`src/mde_pkg.sv`:
```
// Shared constants, states and carriers for the Manchester codec
package mde_pkg;
  localparam int BIT_TICKS = 12;
  localparam int HALF_TICKS = 6;
  localparam int SYNC_TICKS = 18;
  localparam int SPAN_TOL = 3;
  localparam int SAMPLE_A = 3;
  localparam int SAMPLE_B = 9;
  localparam int DEC_CLK_STEP = 1;
  localparam int SYNC_CLK_STEP = 6;
  localparam int DIV6_HALF = 3;
  localparam int FRAME_CODE_OFS = 3;
  localparam int FRAME_CODE_MIN = 5;
  localparam int DATA_MIN = 2;
  localparam int DATA_MAX = 28;
  localparam int SYNC_SLOTS = 6;
  localparam int SYNC_HALF_SLOTS = 3;
  localparam int START_BITS = 2;
  localparam int FIFO_DEPTH = 32;

  typedef enum logic [2:0] {
    ENC_IDLE = 3'b001,
    ENC_ARM = 3'b010,
    ENC_SEND = 3'b100
  } mde_enc_e;

  typedef enum logic [2:0] {
    RX_HUNT = 3'b001,
    RX_SYNC2 = 3'b010,
    RX_BITS = 3'b100
  } mde_rx_e;

  typedef struct packed {
    logic take;
    logic cmd;
    logic dat;
    logic ser;
    logic valid;
    logic free;
  } mde_dout_s;
endpackage

```
`src/mde_codec.sv`:
```
// Manchester II encoder, decoder and decoded-bit FIFO
module mde_fifo #(
  parameter int W = 1,
  parameter int D = 32
) (
  input wire logic clk,
  input wire logic rst,
  input wire logic flush,
  input wire logic in_valid,
  output logic in_ready,
  input wire logic [W-1:0] in_data,
  output logic out_valid,
  input wire logic out_ready,
  output logic [W-1:0] out_data
);
  localparam int AW = $clog2(D);
  localparam int CW = $clog2(D + 1);
  logic [W-1:0] mem [D];
  logic [AW-1:0] wp_r, wp_nxt, rp_r, rp_nxt;
  logic [CW-1:0] cnt_r, cnt_nxt;
  logic wr, rd;

  assign in_ready = cnt_r != CW'(D);
  assign out_valid = cnt_r != '0;
  assign out_data = mem[rp_r];

  always_comb begin
    wr = in_valid & in_ready;
    rd = out_valid & out_ready;
    wp_nxt = wp_r;
    rp_nxt = rp_r;
    cnt_nxt = cnt_r;
    if (wr) begin
      wp_nxt = (wp_r == AW'(D - 1)) ? '0 : wp_r + 1'b1;
    end
    if (rd) begin
      rp_nxt = (rp_r == AW'(D - 1)) ? '0 : rp_r + 1'b1;
    end
    if (wr && !rd) begin
      cnt_nxt = cnt_r + 1'b1;
    end else if (rd && !wr) begin
      cnt_nxt = cnt_r - 1'b1;
    end
    if (flush) begin
      wp_nxt = '0;
      rp_nxt = '0;
      cnt_nxt = '0;
    end
  end

  always_ff @(posedge clk) begin
    if (wr) begin
      mem[wp_r] <= in_data;
    end
    if (rst) begin
      wp_r <= '0;
      rp_r <= '0;
      cnt_r <= '0;
    end else begin
      wp_r <= wp_nxt;
      rp_r <= rp_nxt;
      cnt_r <= cnt_nxt;
    end
  end
endmodule

// What this block does
// - Encoder clock divided by six drives a dedicated output.
// - Encode starts on enable at shift clock fall; lasts K plus four periods.
// - First shift clock rise samples sync type: high command, low data.
// - Data request output stays high exactly K shift clock periods.
// - One parity bit follows data; odd when parity input high.
// - Line outputs active low; inhibit low forces both high.
// - Master reset then a send clock rise aborts and readies encoder.
// - Master reset clears both divide-by-two counters.
// - Decoder clock twelve times bit rate; shift clock is it over twelve.
// - Select inputs route external double-rate clock and data to decoder.
// - Resync on every transition when selected, else mid-bit only.
// - Half bit six clocks, full bit twelve, sync span eighteen.
// - Output starts only after valid sync and two valid bits.
// - Command or data sync indicator stays high for K periods.
// - Decoded NRZ bits stable on decoder shift clock rising edge.
// - Parity checked after K bits: even when input high, else odd.
// - Valid word only without Manchester or parity errors.
// - Data window during output; companion free runs, locks to data.
// - Decoder reset at shift clock rise aborts word, hunts again.
// - Five count inputs set frame length for encoder and decoder.
// - Payload is two to twenty-eight data bits.
// - Frame spans data bits plus four bit periods.
module mde_codec
  import mde_pkg::*;
(
  input wire logic CLK,
  input wire logic RST,
  input wire logic MASTER_RESET,
  input wire logic FRAME_LEN_B0,
  input wire logic FRAME_LEN_B1,
  input wire logic FRAME_LEN_B2,
  input wire logic FRAME_LEN_B3,
  input wire logic FRAME_LEN_B4,
  input wire logic ENC_CLK,
  output logic DIV6_OUT,
  input wire logic SEND_CLK_IN,
  output logic ENC_SHIFT_CLK,
  input wire logic ENC_ENABLE,
  input wire logic SYNC_SEL,
  input wire logic ENC_PAR_SEL,
  input wire logic SER_DATA_IN,
  output logic SEND_DATA,
  input wire logic OUTPUT_INHIBIT_N,
  output logic BIP_ONE_OUT_N,
  output logic BIP_ZERO_OUT_N,
  input wire logic DEC_CLK,
  input wire logic SYNC_CLK,
  input wire logic SYNC_CLK_SEL,
  input wire logic SYNC_DATA,
  input wire logic SYNC_DATA_SEL,
  input wire logic BIP_ONE_IN,
  input wire logic BIP_ZERO_IN,
  input wire logic UNI_DATA_IN,
  input wire logic TRANS_SEL,
  input wire logic DEC_PAR_SEL,
  input wire logic DEC_RESET,
  output logic DEC_SHIFT_CLK,
  output logic SER_DATA_OUT,
  output logic TAKE_DATA,
  output logic TAKE_DATA_FREE,
  output logic CMD_SYNC,
  output logic DATA_SYNC,
  output logic VALID_WORD
);

  // Input edge detection
  logic sc_q_r, ec_q_r, dc_q_r, yc_q_r;
  logic send_rise, enc_rise;
  always_ff @(posedge CLK) begin
    if (RST) begin
      sc_q_r <= 1'b0;
      ec_q_r <= 1'b0;
      dc_q_r <= 1'b0;
      yc_q_r <= 1'b0;
    end else begin
      sc_q_r <= SEND_CLK_IN;
      ec_q_r <= ENC_CLK;
      dc_q_r <= DEC_CLK;
      yc_q_r <= SYNC_CLK;
    end
  end
  assign send_rise = SEND_CLK_IN & ~sc_q_r;
  assign enc_rise = ENC_CLK & ~ec_q_r;

  // Frame length
  logic [4:0] code, k_bits;
  logic [5:0] last_slot;
  always_comb begin
    code = {FRAME_LEN_B4, FRAME_LEN_B3, FRAME_LEN_B2, FRAME_LEN_B1, FRAME_LEN_B0};
    k_bits = (code < 5'(FRAME_CODE_MIN)) ? 5'(DATA_MIN) : code - 5'(FRAME_CODE_OFS);
    last_slot = {k_bits, 1'b0} + 6'(SYNC_SLOTS + 1);
  end

  // Divide-by-six auxiliary counter
  logic [1:0] e6_r, e6_nxt;
  logic div6_r, div6_nxt;
  always_comb begin
    e6_nxt = e6_r;
    div6_nxt = div6_r;
    if (enc_rise) begin
      if (e6_r == 2'(DIV6_HALF - 1)) begin
        e6_nxt = '0;
        div6_nxt = ~div6_r;
      end else begin
        e6_nxt = e6_r + 1'b1;
      end
    end
  end
  always_ff @(posedge CLK) begin
    if (RST) begin
      e6_r <= '0;
      div6_r <= 1'b0;
    end else begin
      e6_r <= e6_nxt;
      div6_r <= div6_nxt;
    end
  end
  assign DIV6_OUT = div6_r;

  // Encoder
  mde_enc_e enc_st_r, enc_st_nxt;
  logic [5:0] slot_r, slot_nxt, s;
  logic esc_r, esc_nxt, csync_r, csync_nxt, par_r, par_nxt, bit_r, bit_nxt;
  logic lvl_r, lvl_nxt, act_r, act_nxt, sd_r, sd_nxt, mrp_r, mrp_nxt;
  logic one_n_r, one_n_nxt, zero_n_r, zero_n_nxt;
  always_comb begin
    enc_st_nxt = enc_st_r;
    slot_nxt = slot_r;
    esc_nxt = esc_r;
    csync_nxt = csync_r;
    par_nxt = par_r;
    bit_nxt = bit_r;
    lvl_nxt = lvl_r;
    act_nxt = act_r;
    sd_nxt = sd_r;
    mrp_nxt = mrp_r | MASTER_RESET;
    s = slot_r + 1'b1;
    if (send_rise && (mrp_r || MASTER_RESET)) begin
      esc_nxt = 1'b0;
      enc_st_nxt = ENC_IDLE;
      slot_nxt = '0;
      act_nxt = 1'b0;
      sd_nxt = 1'b0;
      mrp_nxt = MASTER_RESET;
    end else if (send_rise) begin
      esc_nxt = ~esc_r;
      unique case (enc_st_r)
        ENC_IDLE: begin
          if (esc_r && ENC_ENABLE) begin
            enc_st_nxt = ENC_ARM;
          end
        end
        ENC_ARM: begin
          enc_st_nxt = ENC_SEND;
          slot_nxt = '0;
          csync_nxt = SYNC_SEL;
          par_nxt = ENC_PAR_SEL;
          act_nxt = 1'b1;
          lvl_nxt = SYNC_SEL;
        end
        ENC_SEND: begin
          if (slot_r == last_slot) begin
            enc_st_nxt = ENC_IDLE;
            act_nxt = 1'b0;
          end else begin
            slot_nxt = s;
            sd_nxt = (s >= 6'(SYNC_SLOTS - 1)) && (s < last_slot - 6'd2);
            if (s < 6'(SYNC_SLOTS)) begin
              lvl_nxt = (s < 6'(SYNC_HALF_SLOTS)) ? csync_r : ~csync_r;
            end else if (!s[0] && s < last_slot - 6'd1) begin
              bit_nxt = SER_DATA_IN;
              par_nxt = par_r ^ SER_DATA_IN;
              lvl_nxt = SER_DATA_IN;
            end else if (!s[0]) begin
              bit_nxt = par_r;
              lvl_nxt = par_r;
            end else begin
              lvl_nxt = ~bit_r;
            end
          end
        end
      endcase
    end
    one_n_nxt = ~(act_r & lvl_r & OUTPUT_INHIBIT_N);
    zero_n_nxt = ~(act_r & ~lvl_r & OUTPUT_INHIBIT_N);
  end
  always_ff @(posedge CLK) begin
    if (RST) begin
      enc_st_r <= ENC_IDLE;
      slot_r <= '0;
      esc_r <= 1'b0;
      csync_r <= 1'b0;
      par_r <= 1'b0;
      bit_r <= 1'b0;
      lvl_r <= 1'b0;
      act_r <= 1'b0;
      sd_r <= 1'b0;
      mrp_r <= 1'b0;
      one_n_r <= 1'b1;
      zero_n_r <= 1'b1;
    end else begin
      enc_st_r <= enc_st_nxt;
      slot_r <= slot_nxt;
      esc_r <= esc_nxt;
      csync_r <= csync_nxt;
      par_r <= par_nxt;
      bit_r <= bit_nxt;
      lvl_r <= lvl_nxt;
      act_r <= act_nxt;
      sd_r <= sd_nxt;
      mrp_r <= mrp_nxt;
      one_n_r <= one_n_nxt;
      zero_n_r <= zero_n_nxt;
    end
  end
  assign ENC_SHIFT_CLK = esc_r;
  assign SEND_DATA = sd_r;
  assign BIP_ONE_OUT_N = one_n_r;
  assign BIP_ZERO_OUT_N = zero_n_r;

  // Decoder receive side
  logic [4:0] step, ph_sum, ph_r, ph_nxt, bidx_r, bidx_nxt;
  logic [5:0] runl_r, runl_nxt;
  logic [6:0] span;
  logic tick, din, trans, wrap, samp_a, samp_b, sh_rise, kill, quiet;
  mde_rx_e rx_st_r, rx_st_nxt;
  logic din_r, din_nxt, typ_r, typ_nxt, a_r, a_nxt, w1_r, w1_nxt, pacc_r, pacc_nxt;
  logic done_r, done_nxt, ok_r, ok_nxt, err_r, err_nxt, dsc_r, dsc_nxt;
  logic push, push_rdy, pop, pop_vld, pop_bit, flush, out_clr, bad;
  logic set_done, set_ok, set_err;
  always_comb begin
    if (SYNC_CLK_SEL) begin
      step = (SYNC_CLK & ~yc_q_r) ? 5'(SYNC_CLK_STEP) : 5'd0;
    end else begin
      step = (DEC_CLK & ~dc_q_r) ? 5'(DEC_CLK_STEP) : 5'd0;
    end
    tick = step != 5'd0;
    din = SYNC_DATA_SEL ? SYNC_DATA : (BIP_ONE_IN | (UNI_DATA_IN & BIP_ZERO_IN));
    // Bus neither positive nor negative: run starts when it wakes
    quiet = !SYNC_DATA_SEL && !BIP_ONE_IN && !BIP_ZERO_IN;
    trans = tick && (din != din_r);
    span = {1'b0, runl_r} + {2'b0, step};
    ph_sum = ph_r + step;
    wrap = ph_sum >= 5'(BIT_TICKS);
    ph_nxt = wrap ? ph_sum - 5'(BIT_TICKS) : ph_sum;
    samp_a = tick && ph_r < 5'(SAMPLE_A) && ph_sum >= 5'(SAMPLE_A);
    samp_b = tick && ph_r < 5'(SAMPLE_B) && ph_sum >= 5'(SAMPLE_B);
    rx_st_nxt = rx_st_r;
    din_nxt = tick ? din : din_r;
    runl_nxt = runl_r;
    if (tick) begin
      runl_nxt = (trans || quiet) ? 6'd0 : (span > 7'd63 ? 6'd63 : span[5:0]);
    end
    typ_nxt = typ_r;
    a_nxt = samp_a ? din : a_r;
    w1_nxt = w1_r;
    bidx_nxt = bidx_r;
    pacc_nxt = pacc_r;
    push = 1'b0;
    bad = 1'b0;
    set_done = 1'b0;
    set_ok = 1'b0;
    set_err = 1'b0;
    unique case (rx_st_r)
      RX_HUNT: begin
        if (trans && span >= 7'(SYNC_TICKS - SPAN_TOL) && span <= 7'(SYNC_TICKS + SPAN_TOL)) begin
          rx_st_nxt = RX_SYNC2;
          typ_nxt = din_r;
          ph_nxt = 5'(HALF_TICKS);
          w1_nxt = 1'b0;
        end
      end
      RX_SYNC2: begin
        if ((samp_a || samp_b) && din == typ_r) begin
          rx_st_nxt = RX_HUNT;
        end else if (wrap && w1_r) begin
          rx_st_nxt = RX_BITS;
          bidx_nxt = '0;
          pacc_nxt = 1'b0;
        end else if (wrap) begin
          w1_nxt = 1'b1;
        end
      end
      RX_BITS: begin
        if (trans && ph_nxt >= 5'(SAMPLE_A) && ph_nxt <= 5'(SAMPLE_B)) begin
          ph_nxt = 5'(HALF_TICKS);
        end else if (trans && TRANS_SEL) begin
          ph_nxt = '0;
        end
        if (samp_b) begin
          if (din == a_r) begin
            bad = 1'b1;
          end else if (bidx_r < k_bits) begin
            push = 1'b1;
            bad = !push_rdy;
            pacc_nxt = pacc_r ^ a_r;
            bidx_nxt = bidx_r + 1'b1;
          end else begin
            rx_st_nxt = RX_HUNT;
            set_done = 1'b1;
            set_ok = (pacc_r ^ a_r) == ~DEC_PAR_SEL;
          end
        end
        if (bad) begin
          rx_st_nxt = RX_HUNT;
          set_err = 1'b1;
        end
      end
    endcase
    dsc_nxt = ph_nxt >= 5'(HALF_TICKS);
    sh_rise = dsc_nxt & ~dsc_r;
    kill = MASTER_RESET | (DEC_RESET & sh_rise);
    if (kill) begin
      rx_st_nxt = RX_HUNT;
      set_err = 1'b0;
      set_done = 1'b0;
    end
    if (MASTER_RESET) begin
      ph_nxt = '0;
      dsc_nxt = 1'b0;
    end
    done_nxt = set_done | (done_r & ~out_clr);
    ok_nxt = set_ok | (ok_r & ~out_clr);
    err_nxt = set_err | (err_r & ~out_clr);
  end
  always_ff @(posedge CLK) begin
    if (RST) begin
      rx_st_r <= RX_HUNT;
      ph_r <= '0;
      runl_r <= '0;
      din_r <= 1'b0;
      typ_r <= 1'b0;
      a_r <= 1'b0;
      w1_r <= 1'b0;
      bidx_r <= '0;
      pacc_r <= 1'b0;
      done_r <= 1'b0;
      ok_r <= 1'b0;
      err_r <= 1'b0;
      dsc_r <= 1'b0;
    end else begin
      rx_st_r <= rx_st_nxt;
      ph_r <= ph_nxt;
      runl_r <= runl_nxt;
      din_r <= din_nxt;
      typ_r <= typ_nxt;
      a_r <= a_nxt;
      w1_r <= w1_nxt;
      bidx_r <= bidx_nxt;
      pacc_r <= pacc_nxt;
      done_r <= done_nxt;
      ok_r <= ok_nxt;
      err_r <= err_nxt;
      dsc_r <= dsc_nxt;
    end
  end
  assign DEC_SHIFT_CLK = dsc_r;

  mde_fifo #(.W(1), .D(FIFO_DEPTH)) u_fifo (
    .clk(CLK),
    .rst(RST),
    .flush(flush),
    .in_valid(push),
    .in_ready(push_rdy),
    .in_data(a_r),
    .out_valid(pop_vld),
    .out_ready(pop),
    .out_data(pop_bit)
  );

  // Decoder output stage
  logic out_act_r, out_act_nxt;
  logic [4:0] ocnt_r, ocnt_nxt;
  mde_dout_s dout_r, dout_nxt;
  logic owrap;
  always_comb begin
    owrap = tick && wrap;
    out_act_nxt = out_act_r;
    ocnt_nxt = ocnt_r;
    dout_nxt = dout_r;
    pop = 1'b0;
    out_clr = 1'b0;
    flush = kill || (set_err && !out_act_r);
    if (owrap && dout_r.valid) begin
      dout_nxt.valid = 1'b0;
    end
    if (kill) begin
      out_act_nxt = 1'b0;
      dout_nxt.valid = 1'b0;
      out_clr = 1'b1;
    end else if (owrap && !out_act_r) begin
      if (rx_st_r == RX_BITS && bidx_r == 5'(START_BITS) && pop_vld) begin
        out_act_nxt = 1'b1;
        out_clr = 1'b1;
        pop = 1'b1;
        dout_nxt.ser = pop_bit;
        dout_nxt.valid = 1'b0;
        ocnt_nxt = 5'd1;
      end
    end else if (owrap) begin
      if (ocnt_r < k_bits && pop_vld) begin
        pop = 1'b1;
        dout_nxt.ser = pop_bit;
        ocnt_nxt = ocnt_r + 1'b1;
      end else begin
        out_act_nxt = 1'b0;
        out_clr = 1'b1;
        dout_nxt.valid = (ocnt_r == k_bits) && done_r && ok_r && !err_r;
      end
    end
    dout_nxt.take = out_act_nxt;
    dout_nxt.cmd = out_act_nxt && typ_r;
    dout_nxt.dat = out_act_nxt && !typ_r;
    dout_nxt.free = out_act_nxt || (rx_st_nxt == RX_HUNT && !dsc_nxt);
  end
  always_ff @(posedge CLK) begin
    if (RST) begin
      out_act_r <= 1'b0;
      ocnt_r <= '0;
      dout_r <= '0;
    end else begin
      out_act_r <= out_act_nxt;
      ocnt_r <= ocnt_nxt;
      dout_r <= dout_nxt;
    end
  end
  assign TAKE_DATA = dout_r.take;
  assign CMD_SYNC = dout_r.cmd;
  assign DATA_SYNC = dout_r.dat;
  assign SER_DATA_OUT = dout_r.ser;
  assign VALID_WORD = dout_r.valid;
  assign TAKE_DATA_FREE = dout_r.free;
endmodule

```
`config.mk`:
```
export PLATFORM = sky130hd
export DESIGN_NAME = mde_codec
export DESIGN_NICKNAME = d
export VERILOG_FILES = /design/src/mde_pkg.sv /design/src/mde_codec.sv
export SDC_FILE = /design/constraint.sdc
export NUM_CORES = 1
export LEC_CHECK = 0
export ABC_AREA = 1
export BUFFER_PORTS_ARGS = -buffer_cell sky130_fd_sc_hd__buf_2
export CORE_UTILIZATION = 60
export CTS_BUF_LIST = sky130_fd_sc_hd__clkbuf_8
export CTS_CLUSTER_SIZE = 16
export DETAILED_ROUTE_END_ITERATION = 10
export PLACE_DENSITY = 0.78
export SLEW_MARGIN = 10
export SYNTH_ARGS = -nofsm -noshare
export SYNTH_HDL_FRONTEND = slang
export SYNTH_SLANG_ARGS = --single-unit
```
`constraint.sdc`:
```
create_clock -name CLK -period 7.55 [get_ports CLK]
set_clock_uncertainty 0.1 [all_clocks]
set_input_delay 1.51 -clock CLK [delete_from_list [all_inputs] [get_ports CLK]]
set_output_delay 1.51 -clock CLK [all_outputs]
set_load 0.005 [all_outputs]
```
==> flow_metrics.env <==
export IMPL_outcome="complete, no violations"
export IMPL_drc=0
export IMPL_post_route_util_pct=67.5
export IMPL_slew_headroom_pct=24.1
export IMPL_power_frac_clock_pct=40.9
export IMPL_h_tree_depth=4
export IMPL_required_ps=7800
export IMPL_drive_gt1_share_pct=11.6
export IMPL_clock_latency_ps=460
export IMPL_cts_inserted_buffers=17
export IMPL_peakVddDrop_v=0.000135
export IMPL_synthToLayoutAreaGrowth_pct=9.65
export IMPL_total_switching_power_uw=390
export IMPL_gp_congestion=0.936
export IMPL_seq_area_frac_synth_pct=38.2
export IMPL_final_common_cell="nand2_1"
export IMPL_initial_core_util_pct=61.5
export IMPL_viasPerCell=5.45
export IMPL_diodes=0
export IMPL_row_count=39
export IMPL_setup_viol=0
export IMPL_dr_pass1_iters=5
export IMPL_mostFrequentLayoutCells="168 x nand2_1, 129 x nor2_1, 120 x inv_1"
export IMPL_grt_pass1_wl_um=24800
export IMPL_crit_arrival_ps=6690
export IMPL_ys_flop_type="dfxtp_1"
export IMPL_maxCapViolCount=0
export IMPL_die_area_um2=12100
export IMPL_clockRootBuffer="clkbuf_8"
export IMPL_critPathCaptureType="flop"
export IMPL_netlist_area_um2=7020
export IMPL_grt_max_degree=36
export IMPL_hold_buffers=0
export IMPL_synth_edf_count=32
export IMPL_power_leakage_nw=3.41
export IMPL_die_x_um=110
export IMPL_final_max_slew_viol_count=0
export IMPL_cp_slowest_stage_delay_ps=450
export IMPL_layout_nets=1058
export IMPL_io_pins=38
export IMPL_p_int_uw=940
export IMPL_power_density_nw_per_um2=173
export IMPL_crit_top_cell="inv_1"
export IMPL_chipHeight_um=110
export IMPL_grt_pass1_vias=5514
export IMPL_antenna_found_initial=0
export IMPL_hold_slack_ps=320
export IMPL_post_cts_setup_buffer_count=0
export IMPL_yosysUniqueCellTypes=51
export IMPL_synth_nets=1014
export IMPL_cp_start_kind="input pin"
export IMPL_ys_async_sr_fraction_pct=0
export IMPL_tightest_slew_ps=1140
export IMPL_avgSynthCellArea_um2=7.50
export IMPL_switching_share_pct=29.3
export IMPL_p_seq_share_pct=50.0
export IMPL_portBuffers=37
export IMPL_coreArea_um2=11400
export IMPL_antenna_left=0
export IMPL_path_clk_slew_ps=80
export IMPL_period_needed_ps=6440
export IMPL_cp_top_family="simple AND/OR/NAND/NOR gates"
export IMPL_rsz0062_at_grt="no"
export IMPL_track_usage_pct=26.6
export IMPL_placed_area_um2=7340
export IMPL_cts_resized_gates=0
export IMPL_cts_tree="built"
export IMPL_synth_warnings=0
export IMPL_worstSetupPathType="input pin to flop"
export IMPL_worst_path_buf_inv=7
export IMPL_cts_sinks=118
export IMPL_grt_ovfl_total=0
export IMPL_syn_inst=936
export IMPL_post_route_cell_area_um2=7700
export IMPL_routed_wl_um=15100
export IMPL_hold_viol=0
export IMPL_finalCritPeriodShare_pct=85.3
export IMPL_critPathMaxFanout=16
export IMPL_clock_path_buffers=2
export IMPL_max_freq_mhz=155
export IMPL_slowest_stage="fa_1"
export IMPL_dp_hpwl_um=11200
export IMPL_routedWlPerCell_um=13.3
export IMPL_vias=6195
export IMPL_hp_class="flop to flop"
export IMPL_ys_ff_latch=118
export IMPL_power_frac_comb_pct=9.1
export IMPL_fin_setup_tns_ps=0
export IMPL_drt_initial_drc_count=393
-- logic make-up (layout without fill, tap and decap cells) --
kind of cell	after synthesis	in the layout	synth area share [%]
adders and majority gates	52	52	9.58
xor gates and xnor gates	28	28	3.71
muxes	2	2	0.285
DFF	118	118	38.2
buffers and inverters	144	201	7.91
and+or+nand+nor	444	444	28.1
AOI/OAI and AO/OA	148	148	12.2
-- area by class of cell --
| type | count | area (um^2) |
|---|---|---|
| inverter | 130 | 488 |
| clock inverter | 15 | 133 |
| tap | 143 | 179 |
| clock buffer | 17 | 234 |
| multi-input combinational | 674 | 3790 |
| sequential | 118 | 2680 |
| timing repair buffer | 39 | 200 |
| fill | 974 | 3720 |
-- synth_stat cells, types with 18 or more instances --
cell type  instances  area (um^2)
o21ai_0           51          255
nor3_1            20          100
a21oi_1           56          280
inv_1            120          450
dfxtp_1           86         1720
nand4_1           25          156
nand3_1           64          320
xor2_1            18          158
ha_1              49          613
nor2_1           129          484
nand2_1          168          631
edfxtp_1          32          961
-- through the flow --
stage               setup WS, ps  instances  total power [mW]
floorplan                   1450        936             0.767
global placement             835       1104             0.798
detailed placement           694       1104             0.800
CTS                         1170       1136              1.34
global route                 628       1136              1.39
finish                      1110       1136              1.33
-- state kept, by name, indices dropped and copies added, names as in the netlist, 2 cells and up, named ones only --
register,flops
u_fifo.rp_r,5
ph_r,5
runl_r,6
bidx_r,5
e6_r,2
enc_st_r,3
ocnt_r,5
u_fifo.wp_r,5
u_fifo.mem,32
rx_st_r,3
u_fifo.cnt_r,6
slot_r,6
-- metal layers --
| layer | wire length, um | up-vias | part of all wire [%] | GRT usage [%] |
|---|---|---|---|---|
| li1 | - | 3211 | - | - |
| met1 | 7090 | 2830 | 47 | 34.0 |
| met5 | 0 | - | 0 | 0 |
| met3 | 578 | 30 | 3.8 | 5.94 |
| met2 | 7060 | 124 | 47 | 43.5 |
| met4 | 375 | 0 | 2.5 | 11.3 |
-- worst paths after layout --
kind	to	slack, ps	cells past startpoint	startpoint
max	u_fifo.cnt_r[5]	1110	37	DEC_CLK
min	BIP_ONE_OUT_N	320	1	lvl_r
max reg2reg	u_fifo.cnt_r[5]	2010	35	dc_q_r
min reg2reg	BIP_ONE_OUT_N	320	1	lvl_r
-- power groups by stage --
stage | combinational [mW] | clock (mW) | sequential (mW)
floorplan | 0.0898 | 0 | 0.677
global route | 0.138 | 0.582 | 0.667
CTS | 0.121 | 0.552 | 0.665
detailed placement | 0.120 | 0 | 0.680
finish | 0.121 | 0.544 | 0.665
global placement | 0.118 | 0 | 0.680
(Power assumes the default switching activity.)
